$ cat src/hw/uies_pkg.sv
// shared constants for the isochronous endpoint status block
package uies_pkg;
  // status word field positions
  localparam int TOG_LSB    = 6;
  localparam int OVF_BIT    = 8;
  localparam int RXKL_BIT   = 9;
  localparam int TXC_BIT    = 10;
  localparam int TXTR_BIT   = 11;
  localparam int FLOW_BIT   = 12;
  localparam int CRC_BIT    = 13;
  localparam int FLUSH_BIT  = 14;
  localparam int BANK_LSB   = 16;
  localparam int BUSY_LSB   = 18;
  localparam int BCNT_LSB   = 20;
  localparam int SHRT_BIT   = 31;
  localparam int BCNT_W     = 11;
  // register offsets
  localparam logic [31:0] STATUS_OFS = 32'hF803C11C;
  localparam logic [7:0]  REG_STATUS = 8'h00;
  localparam logic [7:0]  REG_CTRL   = 8'h04;
  localparam logic [7:0]  REG_CMD    = 8'h08;
  localparam logic [7:0]  REG_CFG    = 8'h0C;
  // command bits of REG_CMD (self clearing)
  localparam int CMD_RXCLR  = 0;
  localparam int CMD_TXSET  = 1;
  localparam int CMD_KILL   = 2;
  localparam int CMD_TOGCLR = 3;
  localparam int CMD_EPRST  = 4;
  localparam int CMD_DIS    = 5;
  // transfer type code for isochronous
  localparam logic [1:0] TYPE_ISO = 2'h1;
  // data pid codes, bank count and busy limit
  localparam logic [1:0] PID_DATA0 = 2'h0;
  localparam logic [1:0] PID_DATA1 = 2'h1;
  localparam logic [1:0] PID_DATA2 = 2'h2;
  localparam logic [1:0] PID_MDATA = 2'h3;
  localparam logic [1:0] NUM_BANKS = 2'h3;
  localparam logic [1:0] BUSY_MAX  = 2'h3;
endpackage

$ cat src/hw/uies_link_if.sv
// link between the endpoint and the host-side bus engine
`timescale 1ns/10ps
interface uies_link_if;
  logic        usbReset;     // bus reset, one-cycle pulse
  logic        rxPacket;     // out packet stored, pulse
  logic [1:0]  rxPid;        // pid of stored packet
  logic [10:0] rxCount;      // bytes of stored packet
  logic        rxCrcErr;     // crc error on stored packet
  logic        rxSeqErr;     // toggle sequencing error of microframe
  logic        inToken;      // in token for the endpoint, pulse
  logic        inSent;       // in packet sent, pulse
  logic        uframeEnd;    // microframe end, pulse
  logic        inBusy;       // device has bank ready to send, level
  modport dev  (input usbReset, rxPacket, rxPid, rxCount, rxCrcErr, rxSeqErr,
                input inToken, uframeEnd, inSent, output inBusy);
  modport host (output usbReset, rxPacket, rxPid, rxCount, rxCrcErr, rxSeqErr,
                output inToken, uframeEnd, input inSent, inBusy);
endinterface

$ cat src/hw/uies_sat_cnt.sv
// saturating up/down counter used for bank occupancy
`timescale 1ns/10ps
module uies_sat_cnt #(
  parameter int          W   = 2,
  parameter logic [1:0]  MAX = 2'h3
) (
  input  wire logic         mclk,
  input  wire logic         reset_n,
  input  wire logic         clr,
  input  wire logic         up,
  input  wire logic         down,
  output      logic [W-1:0] count
);
  logic [W-1:0] cntQ;
  logic [W-1:0] cntD;
  // up and down together cancel
  assign cntD = clr ? '0 :
                (up && !down && cntQ != W'(MAX)) ? cntQ + W'(1) :
                (down && !up && cntQ != '0) ? cntQ - W'(1) : cntQ;
  assign count = cntQ;
  always_ff @(posedge mclk or negedge reset_n) begin
    if (!reset_n) cntQ <= '0;
    else cntQ <= cntD;
  end
endmodule

$ cat src/hw/uies_device.sv
// isochronous endpoint status logic, device end
//
// The plain strobed port is this design's own decision.
`timescale 1ns/10ps
// How it works
// view valid only for isochronous type code
// in toggle gives next sent pid
// out toggle gives current bank pid
// out toggle updates on data or clear
// toggle-clear or disable forces DATA1
// software checks transaction error for sequencing
// overflow set on too-long packet
// received-out set on store, firmware clears
// received-out rise raises enabled interrupt
// kill decrements busy, sent sets complete
// kill with token sends, kills last
// transmit complete set after in sent
// packet-ready clears when sent, interrupt
// transaction error tracks current bank group
// software discards bad group by clearing
// flow error on underflow or busy drop
// crc error re-evaluated on each receive
// count error when too few validated
// flush error when unsent banks discarded
// current bank 0..2 advances on software
// busy bank count 0..3
// byte count up, down, reload, clear
// short packet when count below size
// usb reset clears all, writes ignored
module uies_device #(
  parameter int AW = 8
) (
  input  wire logic          mclk,
  input  wire logic          reset_n,
  uies_link_if.dev           link,
  input  wire logic [AW-1:0] addr,
  input  wire logic [31:0]   wrData,
  input  wire logic          wrStb,
  input  wire logic          rdStb,
  input  wire logic          fifoWr,
  input  wire logic          fifoRd,
  output      logic [31:0]   rdData,
  output      logic          irq
);
  ////////////////////////////////////////////////////////////////////////
  // register decode
  logic        wrCtrl, wrCmd, wrCfg;
  logic [31:0] cmd;
  assign wrCtrl = wrStb && addr == uies_pkg::REG_CTRL;
  assign wrCmd  = wrStb && addr == uies_pkg::REG_CMD;
  assign wrCfg  = wrStb && addr == uies_pkg::REG_CFG;
  assign cmd    = wrCmd ? wrData : 32'h0;

  logic rxClr, txSet, kill, togClr, epRst, dis, usbRst, clrAll;
  assign rxClr  = cmd[uies_pkg::CMD_RXCLR];
  assign txSet  = cmd[uies_pkg::CMD_TXSET];
  assign kill   = cmd[uies_pkg::CMD_KILL];
  assign togClr = cmd[uies_pkg::CMD_TOGCLR];
  assign epRst  = cmd[uies_pkg::CMD_EPRST];
  assign dis    = cmd[uies_pkg::CMD_DIS];
  assign usbRst = link.usbReset;
  assign clrAll = usbRst || epRst || dis;

  // control: [0] rx irq enable, [1] tx irq enable
  // config: [1:0] type, [2] dir in, [3] high bw, [5:4] trans, [16:6] size
  logic [1:0]  ctrlQ;
  logic [16:0] cfgQ;
  always_ff @(posedge mclk or negedge reset_n) begin
    if (!reset_n) begin
      ctrlQ <= 2'h0;
      cfgQ  <= 17'h0;
    end else begin
      if (wrCtrl) ctrlQ <= wrData[1:0];
      if (wrCfg)  cfgQ  <= wrData[16:0];
    end
  end
  logic        isIso, dirIn, highBw;
  logic [1:0]  nTrans;
  logic [10:0] epSize;
  assign isIso  = cfgQ[1:0] == uies_pkg::TYPE_ISO;
  assign dirIn  = cfgQ[2];
  assign highBw = cfgQ[3];
  assign nTrans = cfgQ[5:4];
  assign epSize = cfgQ[16:6];

  ////////////////////////////////////////////////////////////////////////
  // bank bookkeeping
  logic [1:0] busy;
  logic       outDrop, outStore, inMiss, killOk, killLast, flush;
  assign outStore = !dirIn && link.rxPacket && busy != uies_pkg::BUSY_MAX;
  assign outDrop  = !dirIn && link.rxPacket && busy == uies_pkg::BUSY_MAX;
  assign inMiss   = dirIn && link.inToken && busy == 2'h0;
  // kill refused with no bank busy, or with a single bank in flight on the send
  assign killOk   = dirIn && kill && busy != 2'h0 &&
                    !(link.inSent && busy == 2'h1);
  assign killLast = killOk && link.inSent;
  assign flush    = dirIn && highBw && link.uframeEnd && busy != 2'h0;

  logic up, down, bankClr;
  assign up      = dirIn ? txSet : outStore;
  assign down    = dirIn ? (link.inSent && busy != 2'h0) || killOk
                         : rxClr && busy != 2'h0;
  assign bankClr = clrAll || flush;

  uies_sat_cnt #(.W(2), .MAX(uies_pkg::BUSY_MAX)) busyCnt (
    .mclk   (mclk),
    .reset_n(reset_n),
    .clr    (bankClr),
    .up     (up),
    .down   (down),
    .count  (busy)
  );
  assign link.inBusy = dirIn && busy != 2'h0;

  ////////////////////////////////////////////////////////////////////////
  // status flags
  logic [1:0]  togQ, bankQ;
  logic        ovfQ, rxQ, txcQ, txrQ, trerQ, flowQ, crcQ, flushQ, shrtQ;
  logic [10:0] bcntQ, nextCnt;
  logic [1:0]  validQ;
  logic        sentQ;
  logic [1:0]  nextBank;
  assign nextBank = (bankQ == uies_pkg::NUM_BANKS - 2'h1) ? 2'h0 : bankQ + 2'h1;
  assign nextCnt  = dirIn ? 11'h0 : link.rxCount; // reload for next bank
  // out count and its size flags load when a packet lands in the empty current bank or firmware clears a bank
  logic        loadCnt;
  assign loadCnt  = !dirIn && ((outStore && busy == 2'h0) || rxClr);

  always_ff @(posedge mclk or negedge reset_n) begin
    if (!reset_n) begin
      togQ <= 2'h0; bankQ <= 2'h0; ovfQ <= 1'b0; rxQ <= 1'b0;
      txcQ <= 1'b0; txrQ <= 1'b0; trerQ <= 1'b0; flowQ <= 1'b0;
      crcQ <= 1'b0; flushQ <= 1'b0; shrtQ <= 1'b0; bcntQ <= 11'h0;
      validQ <= 2'h0; sentQ <= 1'b0;
    end else if (usbRst) begin
      togQ <= 2'h0; bankQ <= 2'h0; ovfQ <= 1'b0; rxQ <= 1'b0;
      txcQ <= 1'b0; txrQ <= 1'b0; trerQ <= 1'b0; flowQ <= 1'b0;
      crcQ <= 1'b0; flushQ <= 1'b0; shrtQ <= 1'b0; bcntQ <= 11'h0;
      validQ <= 2'h0; sentQ <= 1'b0;
    end else if (epRst || dis) begin
      if (dis) togQ <= uies_pkg::PID_DATA1;
      bankQ <= 2'h0; ovfQ <= 1'b0; rxQ <= 1'b0; txcQ <= 1'b0;
      txrQ <= 1'b0; trerQ <= 1'b0; flowQ <= 1'b0; crcQ <= 1'b0;
      flushQ <= 1'b0; shrtQ <= 1'b0; validQ <= 2'h0; sentQ <= 1'b0;
      if (epRst) bcntQ <= 11'h0;
    end else begin
      // toggle
      if (togClr) togQ <= uies_pkg::PID_DATA1;
      else if (dirIn && link.inSent) togQ <= ~togQ & 2'h1;
      else if (!dirIn && (outStore || rxClr)) togQ <= link.rxPid;
      // received-out: set wins over clear; stays set with more banks
      if (!dirIn) rxQ <= outStore || (rxQ && !(rxClr && busy <= 2'h1));
      else if (kill) rxQ <= busy != 2'h0 && !killOk ? 1'b0 : killOk;
      if (dirIn && rxQ && !kill) rxQ <= 1'b0;
      if (outStore) crcQ <= link.rxCrcErr;
      if (loadCnt) begin
        ovfQ  <= link.rxCount > epSize;
        shrtQ <= link.rxCount < epSize;
      end
      if (dirIn && (link.inSent || (kill && !killOk && busy != 2'h0)))
        txcQ <= 1'b1;
      // packet ready clears once no bank waits; trans error in out mode
      if (dirIn) begin
        if (txSet) txrQ <= busy == uies_pkg::BUSY_MAX || busy != 2'h0;
        else if (link.inSent && busy <= 2'h1) txrQ <= 1'b0;
      end else if (highBw && (outStore || rxClr)) begin
        trerQ <= link.rxSeqErr;
      end
      if (outDrop || inMiss) flowQ <= 1'b1;
      if (flush) flushQ <= 1'b1;
      // microframe accounting for high bandwidth in
      if (dirIn && highBw) begin
        if (link.uframeEnd) begin
          if (sentQ && validQ < nTrans) crcQ <= 1'b1;
          validQ <= 2'h0;
          sentQ  <= 1'b0;
        end else begin
          if (txSet && validQ != 2'h3) validQ <= validQ + 2'h1;
          if (link.inSent) sentQ <= 1'b1;
        end
      end
      if (txSet || rxClr) bankQ <= nextBank;
      if (rxClr || txSet) bcntQ <= nextCnt;
      else if (outStore && busy == 2'h0) bcntQ <= link.rxCount;
      else if (fifoWr && bcntQ != 11'h7FF) bcntQ <= bcntQ + 11'h1;
      else if (fifoRd && bcntQ != 11'h0) bcntQ <= bcntQ - 11'h1;
    end
  end

  ////////////////////////////////////////////////////////////////////////
  // interrupt on received-out rise or packet-ready fall
  logic rxPrevQ, txrPrevQ, irqQ;
  always_ff @(posedge mclk or negedge reset_n) begin
    if (!reset_n) begin
      rxPrevQ <= 1'b0; txrPrevQ <= 1'b0; irqQ <= 1'b0;
    end else begin
      rxPrevQ  <= rxQ;
      txrPrevQ <= txrQ;
      irqQ     <= (ctrlQ[0] && rxQ && !rxPrevQ && !dirIn) ||
                  (ctrlQ[1] && !txrQ && txrPrevQ && dirIn);
    end
  end
  assign irq = irqQ;

  ////////////////////////////////////////////////////////////////////////
  // status word and read port; writes to the status view have no effect
  logic [31:0] status, rdD;
  logic        txrView;
  assign txrView = (dirIn ? txrQ : trerQ);
  assign status = !isIso ? 32'h0 :
    {shrtQ, bcntQ, busy, bankQ, 1'b0, flushQ, crcQ, flowQ, txrView,
     txcQ, rxQ, ovfQ, togQ, 6'h0};
  assign rdD = !rdStb ? rdData :
               addr == uies_pkg::REG_STATUS ? status :
               addr == uies_pkg::REG_CTRL ? {30'h0, ctrlQ} :
               addr == uies_pkg::REG_CFG ? {15'h0, cfgQ} : 32'h0;
  always_ff @(posedge mclk or negedge reset_n) begin
    if (!reset_n) rdData <= 32'h0;
    else rdData <= rdD;
  end
endmodule

$ cat src/flat_wrapper.sv
// flat-port wrapper written by rule: the top's interface ports become plain ports
module uies_device_flat 
#(
  parameter int AW = 8
)
  (mclk, reset_n, addr, wrData, wrStb, rdStb, fifoWr, fifoRd, rdData, irq, link_usbReset, link_rxPacket, link_rxPid, link_rxCount, link_rxCrcErr, link_rxSeqErr, link_inToken, link_uframeEnd, link_inSent, link_inBusy);
  uies_link_if link_i ();
  input  wire logic mclk;
  input  wire logic reset_n;
  input  wire logic [AW-1:0] addr;
  input  wire logic [31:0] wrData;
  input  wire logic wrStb;
  input  wire logic rdStb;
  input  wire logic fifoWr;
  input  wire logic fifoRd;
  output      logic [31:0] rdData;
  output      logic irq;
  input wire logic [$bits(link_i.usbReset)-1:0] link_usbReset;
  input wire logic [$bits(link_i.rxPacket)-1:0] link_rxPacket;
  input wire logic [$bits(link_i.rxPid)-1:0] link_rxPid;
  input wire logic [$bits(link_i.rxCount)-1:0] link_rxCount;
  input wire logic [$bits(link_i.rxCrcErr)-1:0] link_rxCrcErr;
  input wire logic [$bits(link_i.rxSeqErr)-1:0] link_rxSeqErr;
  input wire logic [$bits(link_i.inToken)-1:0] link_inToken;
  input wire logic [$bits(link_i.uframeEnd)-1:0] link_uframeEnd;
  input wire logic [$bits(link_i.inSent)-1:0] link_inSent;
  output wire logic [$bits(link_i.inBusy)-1:0] link_inBusy;
  assign link_i.usbReset = link_usbReset;
  assign link_i.rxPacket = link_rxPacket;
  assign link_i.rxPid = link_rxPid;
  assign link_i.rxCount = link_rxCount;
  assign link_i.rxCrcErr = link_rxCrcErr;
  assign link_i.rxSeqErr = link_rxSeqErr;
  assign link_i.inToken = link_inToken;
  assign link_i.uframeEnd = link_uframeEnd;
  assign link_i.inSent = link_inSent;
  assign link_inBusy = link_i.inBusy;
  uies_device #(.AW(AW)) u_core (.mclk(mclk), .reset_n(reset_n), .link(link_i), .addr(addr), .wrData(wrData), .wrStb(wrStb), .rdStb(rdStb), .fifoWr(fifoWr), .fifoRd(fifoRd), .rdData(rdData), .irq(irq));
endmodule
$ cat config.mk
export PLATFORM = sky130hd
export DESIGN_NAME = uies_device_flat
export DESIGN_NICKNAME = d
export VERILOG_FILES = /design/src/hw/uies_pkg.sv /design/src/hw/uies_link_if.sv /design/src/hw/uies_sat_cnt.sv /design/src/hw/uies_device.sv /design/src/flat_wrapper.sv
export SDC_FILE = /design/constraint.sdc
export NUM_CORES = 1
export LEC_CHECK = 0
export BUFFER_PORTS_ARGS = -buffer_cell sky130_fd_sc_hd__buf_2
export CAP_MARGIN = 10
export CORE_MARGIN = 2
export CORE_UTILIZATION = 50
export CTS_CLUSTER_DIAMETER = 150
export DETAILED_ROUTE_END_ITERATION = 12
export HOLD_SLACK_MARGIN = 0.15
export PLACE_DENSITY = 0.77
export SYNTH_ARGS = -nofsm -noshare
export SYNTH_HDL_FRONTEND = slang
export SYNTH_SLANG_ARGS = --single-unit
export TNS_END_PERCENT = 10
$ cat constraint.sdc
create_clock -name mclk -period 3.8 [get_ports mclk]
set_input_delay 1.14 -clock mclk [delete_from_list [all_inputs] [get_ports mclk]]
set_output_delay 1.14 -clock mclk [all_outputs]
set_load 0.01 [all_outputs]
[Yosys cells after proc, flatten, opt, wreduce, memory -nomap -nowiden]
Index checks and enable logic that the tools add are counted.
Storage, ports and cells
  flip-flop bits (word level): 83
  output and inout bits: 34
  word-level logic and storage cells: 213
Cells by class
  $add $sub $neg: 6
  $lt $le $gt $ge: 4
  eq/ne operators: 14
  multiplexer cells: 75
  bitwise logic cells: 1
  reduce and logical (&&, ||, !) cells: 92
Operator list (count)
  $mux W32: 3
  $mux W11: 8
  $logic_and A1 B1 Y1: 46
  $mux W1: 44
  $mux W2: 18
  $reduce_bool A3 Y1: 9
  $mux W17: 1
  $eq A8 B4 Y1 const B: 2
  $logic_or A1 B1 Y1: 13
  $reduce_and A2 Y1: 6
  $reduce_bool A4 Y1: 3
  $add A11 B1 Y11 const B: 1
  $gt A11 B11 Y1: 1
  $lt A11 B11 Y1: 1
  $ne A11 B11 Y1 const B: 1
  $reduce_bool A11 Y1: 1
  $sub A11 B1 Y11 const B: 1
  $logic_not A1 Y1: 9
  $eq A8 B3 Y1 const B: 1
  $logic_not A8 Y1: 1
  $add A2 B1 Y2 const B: 3
  $mux W6: 1
  $ne A3 B2 Y1 const B: 2
  $reduce_bool A6 Y1: 1
  other kinds (12): 15

[Logic depth before layout (Yosys ltp)]
  depth in word-level cells: 14
  mapped depth: 9
  depth with buffers taken out: 9

[Modules after synthesis]
From an unflattened synthesis, not the netlist that was laid out.
Second synthesis, totals
  cells, all modules: 478
  area total of the unflattened synthesis: 4717.0 um^2
By module, submodules not included
  uies_device: instances 1, cells an instance 466, area each 4596.9 um^2, seq. area each 2026.9 um^2
  uies_sat_cnt: instances 1, cells an instance 12, area each 120.1 um^2, seq. area each 50.0 um^2

[Worst setup path after synthesis]
Ideal clock, no wire load.
  path kind: register to register
  start point: reg u_core.bcntQ[0]
  end point: reg u_core.bcntQ[10]
  arrival: 3.464 ns
  required time: 3.678 ns
  setup slack: 0.215 ns
  cell stages (with the launch flop): 10
  clock period less this slack: 3.585 ns
  cells stage by stage: dfrtp_1 -> nand4_1 -> o31ai_1 -> ha_1 -> and3_1 -> a221oi_1 -> o21bai_1 -> a22o_1 -> or4_1 -> a32o_1
Between the ends
  cells in the longest elaborated chain, start to end: 7
RTL lines
  from (decl): RTL line uies_device.sv:119  | logic [10:0] bcntQ, nextCnt;
  from (signal assigned): RTL line uies_device.sv:183  | if (rxClr || txSet) bcntQ <= nextCnt;
  from (signal assigned): RTL line uies_device.sv:184  | else if (outStore && busy == 2'h0) bcntQ <= link.rxCount;
  from (signal assigned): RTL line uies_device.sv:185  | else if (fifoWr && bcntQ != 11'h7FF) bcntQ <= bcntQ + 11'h1;
  $sub A11 B1 Y11 / $ne A11 B11 Y1 (equally long branches): RTL line uies_device.sv:186, uies_device.sv:185
  $mux W11 / $logic_and A1 B1 Y1 (equally long branches): RTL line uies_device.sv:186, uies_device.sv:185
  $mux W11: RTL line uies_device.sv:185
  $mux W11: RTL line uies_device.sv:184
  $mux W11: RTL line uies_device.sv:183
  $mux W11: RTL line uies_device.sv:140  | end else if (epRst || dis) begin
  $mux W11: RTL line uies_device.sv:135  | end else if (usbRst) begin
Several ways; a longest one is shown, not always the timed one. The select of a mux whose other input is x is not followed.
A chain may end at the register's enable or synchronous reset.

[Worst setup path after layout]
  start point: reg u_core.bcntQ[8]
  end point: reg u_core.bcntQ[10]
The elaborated chain is that of the path after synthesis.

==> flow_summary.toml <==
[routing]
first_iter_violations = 328
drt-pass1-iter-count = 6
route.antenna.remaining_nets = 0
drt_drc_violations_left = 0
routed_via_density = 5.927
wire_per_inst_um = 17.71
vias = 4078
drt-total-wl_um = 12180

[global_routing]
largest_net_degree_at_the_start_of_global_routing = 84
number_of_global_route_vias_before_repair = 4069
first_pass_grt_wire_length_um = 19840
total_global_route_track_usage_pct = 25.05
grt.overflow.total = 0
antenna_violations_before_repair = 0

[clock_network]
post_cts_resize_count = 0
clockBufferDepth = 2
cts.sink_count = 83
h-tree-depth = 3
clk_pin_slew_ns = 0.08
cts_setup_buffers = 0
tritoncts.num_buffers = 9
clock_tree_from_tritoncts = "done"
worstSkewPairLatency_ns = 0.36
cts-root-buf = "sky130_fd_sc_hd__clkbuf_8"
cts_hold_buffers = 0

[yosys]
ys.flop_type = "sky130_fd_sc_hd__dfrtp_1"
ys_types = 61
synth_area_leader_cell = "sky130_fd_sc_hd__dfrtp_1"
synth.top_cells.by_area = "sky130_fd_sc_hd__dfrtp_1 (45%), sky130_fd_sc_hd__ha_1 (7.1%), sky130_fd_sc_hd__mux2_2 (5.1%), sky130_fd_sc_hd__nand2_1 (4.2%), sky130_fd_sc_hd__o21ai_0 (3.9%)"
yosysWarnings = 0
avgSynthCellArea_um2 = 9.722
synth_seq_area_share_pct = 45.07
post-synth-top-count-cell = "sky130_fd_sc_hd__dfrtp_1"
synth_top_area_share_pct = 45.07
synth.net_count = 567
async_flop_share_pct = 100.0
ys_ff_latch = 83
cells_after_synthesis = 474
synth_commonest_cells = "sky130_fd_sc_hd__dfrtp_1 (83), sky130_fd_sc_hd__nand2_1 (51), sky130_fd_sc_hd__inv_1 (45)"
synth_area_um2 = 4608
synth_edf_count = 0

[hold_path]
min_path_type = "reg2reg"

[sta]
finalSetupViolCount = 0
finalCriticalPeriod_ns = 3.390
fin_crit_sh_pct = 89.20
hold_viol_final = 0
max-slew-margin-rel_pct = 30.29
fin_worst_hold_slack_ns = 0.4946
timing.clock.skew_ns = 0.007175
total_neg_setup_slack_ns = 0
tightest_slew_ns = 1.046
timing.fmax_mhz = 295.0
final-max-slew-violation-count = 0
grt_setup_unrepaired = "no"

[cells_and_area]
postLayoutCellArea_um2 = 5474
area_delta_synth_final_pct = 18.79
final_nets = 665
final_core_utilization_pct = 60.10
n_fill_cell = 788
final_layout_size_suffix_gt1_share_pct = 26.17
antenna_cells = 0

[worst_setup_path]
worst-endpoint-required_ns = 4.05
cp-start-kind = "flip-flop"
cp.arrival_ns = 3.64
critPathCaptureType = "flip-flop"
largest_fanout_on_the_critical_path = 7
setup.worst_path.class = "reg2reg"

[outcome]
run_status = "complete, no violations"

[die]
core_um2 = 9109
die-height_um = 100
io-pin-count = 100
dieWidth_um = 100
start_util_pct = 50.59
die-area_um2 = 10000
placement_rows = 35

[place]
place_area_um2 = 5234
port_buffers = 84
place.gp.congestion = 0.8868
dp.final_hpwl_um = 9111

[power]
cellLeakagePower_nw = 2.704
vdd.ir_drop.worst_mv = 0.1838
report.power.total_mw = 2.243
pwr_density_cell_nw_per_um2 = 409.7

[run]
cap_viol_max_count = 0
[path summary, 6_finish.rpt]
| check | start | end | slack, ns | cells past startpoint |
|---|---|---|---|---|
| worst max-delay path | u_core.bcntQ[8]$_DFFE_PN0P_ | u_core.bcntQ[10]$_DFFE_PN0P_ | 0.41 | 9 |
| worst min-delay path | u_core.txrQ$_DFFE_PN0P_ | u_core.txrPrevQ$_DFF_PN0_ | 0.49 | 0 |
| worst max register to register | u_core.bcntQ[8]$_DFFE_PN0P_ | u_core.bcntQ[10]$_DFFE_PN0P_ | 0.41 | 9 |
| worst min register to register | u_core.txrQ$_DFFE_PN0P_ | u_core.txrPrevQ$_DFF_PN0_ | 0.49 | 0 |
| max in group asynchronous | reset_n | u_core.bcntQ[5]$_DFFE_PN0P_ | 2.16 | 1 |
| min in group asynchronous | reset_n | u_core.rxQ$_DFFE_PN0P_ | 0.96 | 1 |
[layer usage]
metal  part of all wire, %  track usage [%]  vias up
li1                      -                -     1888
met1                    43            32.62     1978
met2                    49            43.40      180
met3                   5.9            3.969       32
met4                   2.3            7.376        0
met5                     0                0        -
[state kept, by name, summed over array words and instances, names as in the netlist, 2 cells and up]
| name | flops |
|---|---|
| u_core.rdData | 32 |
| u_core.cfgQ | 17 |
| u_core.bcntQ | 11 |
| u_core.bankQ | 2 |
| u_core.busyCnt.count | 2 |
| u_core.ctrlQ | 2 |
| u_core.togQ | 2 |
| u_core.validQ | 2 |
[placed cells by master (no fill, tap or decap), types with 3 or more instances in the layout]
| cell type | count |
|---|---|
| sky130_fd_sc_hd__a221o_1 | 10 |
| sky130_fd_sc_hd__nor2b_1 | 16 |
| sky130_fd_sc_hd__a31oi_1 | 3 |
| sky130_fd_sc_hd__o21ai_1 | 5 |
| sky130_fd_sc_hd__nand2_1 | 51 |
| sky130_fd_sc_hd__or4_1 | 3 |
| sky130_fd_sc_hd__nand4_1 | 4 |
| sky130_fd_sc_hd__o31ai_1 | 4 |
| sky130_fd_sc_hd__clkbuf_8 | 11 |
| sky130_fd_sc_hd__a22oi_1 | 7 |
| sky130_fd_sc_hd__and3_1 | 4 |
| sky130_fd_sc_hd__nand4b_1 | 3 |
| sky130_fd_sc_hd__nor3_1 | 10 |
| sky130_fd_sc_hd__a21oi_1 | 21 |
| sky130_fd_sc_hd__nor4_1 | 4 |
| sky130_fd_sc_hd__dfrtp_1 | 83 |
| sky130_fd_sc_hd__xnor2_1 | 5 |
| sky130_fd_sc_hd__nor2_1 | 25 |
| sky130_fd_sc_hd__buf_4 | 19 |
| sky130_fd_sc_hd__mux2_2 | 21 |
| sky130_fd_sc_hd__inv_1 | 45 |
| sky130_fd_sc_hd__ha_1 | 26 |
| sky130_fd_sc_hd__o21ai_0 | 36 |
| sky130_fd_sc_hd__xor2_1 | 4 |
| sky130_fd_sc_hd__nand3_1 | 8 |
| sky130_fd_sc_hd__a21o_1 | 8 |
| sky130_fd_sc_hd__a2bb2oi_1 | 3 |
| sky130_fd_sc_hd__buf_2 | 83 |
| sky130_fd_sc_hd__mux2i_1 | 6 |
[through the flow]
step / cells / setup slack, ns
2_1_floorplan: 474 / 0.2148
3_3_place_gp: 672 / 0.2190
3_5_place_dp: 672 / 0.09153
4_1_cts: 688 / 0.1609
5_1_grt: 688 / 0.2528
6_report: 688 / 0.4104
[power breakdown]
group,total (mW),internal [mW],switching [mW],leakage [nW]
sequential,0.996,0.933,0.0639,1.14
combinational,0.505,0.226,0.279,1.45
clock,0.742,0.408,0.333,0.112
[logic make-up (layout without fill, tap and decap cells)]
group / Yosys count / after routing / synth area share, %
compound gates: 120 / 120 / 17.16
xor+xnor: 9 / 9 / 1.710
fa+ha+maj: 27 / 27 / 7.494
buf+inv: 60 / 163 / 5.322
flops: 83 / 83 / 45.07
mux: 28 / 28 / 6.924
simple gates: 147 / 147 / 16.32
[worst max-delay path, cell delays in order (launching register included)]
cell                       delay [ns]
sky130_fd_sc_hd__dfrtp_1         0.45
sky130_fd_sc_hd__nand4_1         0.17
sky130_fd_sc_hd__o31ai_2         0.64
sky130_fd_sc_hd__ha_1            0.38
sky130_fd_sc_hd__a21o_1          0.19
sky130_fd_sc_hd__a221oi_1        0.44
sky130_fd_sc_hd__o21bai_1        0.13
sky130_fd_sc_hd__a22o_1          0.24
sky130_fd_sc_hd__or4_1           0.40
sky130_fd_sc_hd__a32o_1          0.25
[layout make-up]
type                       instances  area (um2)  area share (%)
clock buffer                      11       151.4           2.766
clock inverter                     5       83.83           1.531
inverter                          45       168.9           3.086
multi-input combinational        331        2296           41.94
sequential                        83        2077           37.94
tap                              111       138.9           2.537
timing repair buffer             102       558.0           10.19
(Power assumes the default switching activity.)
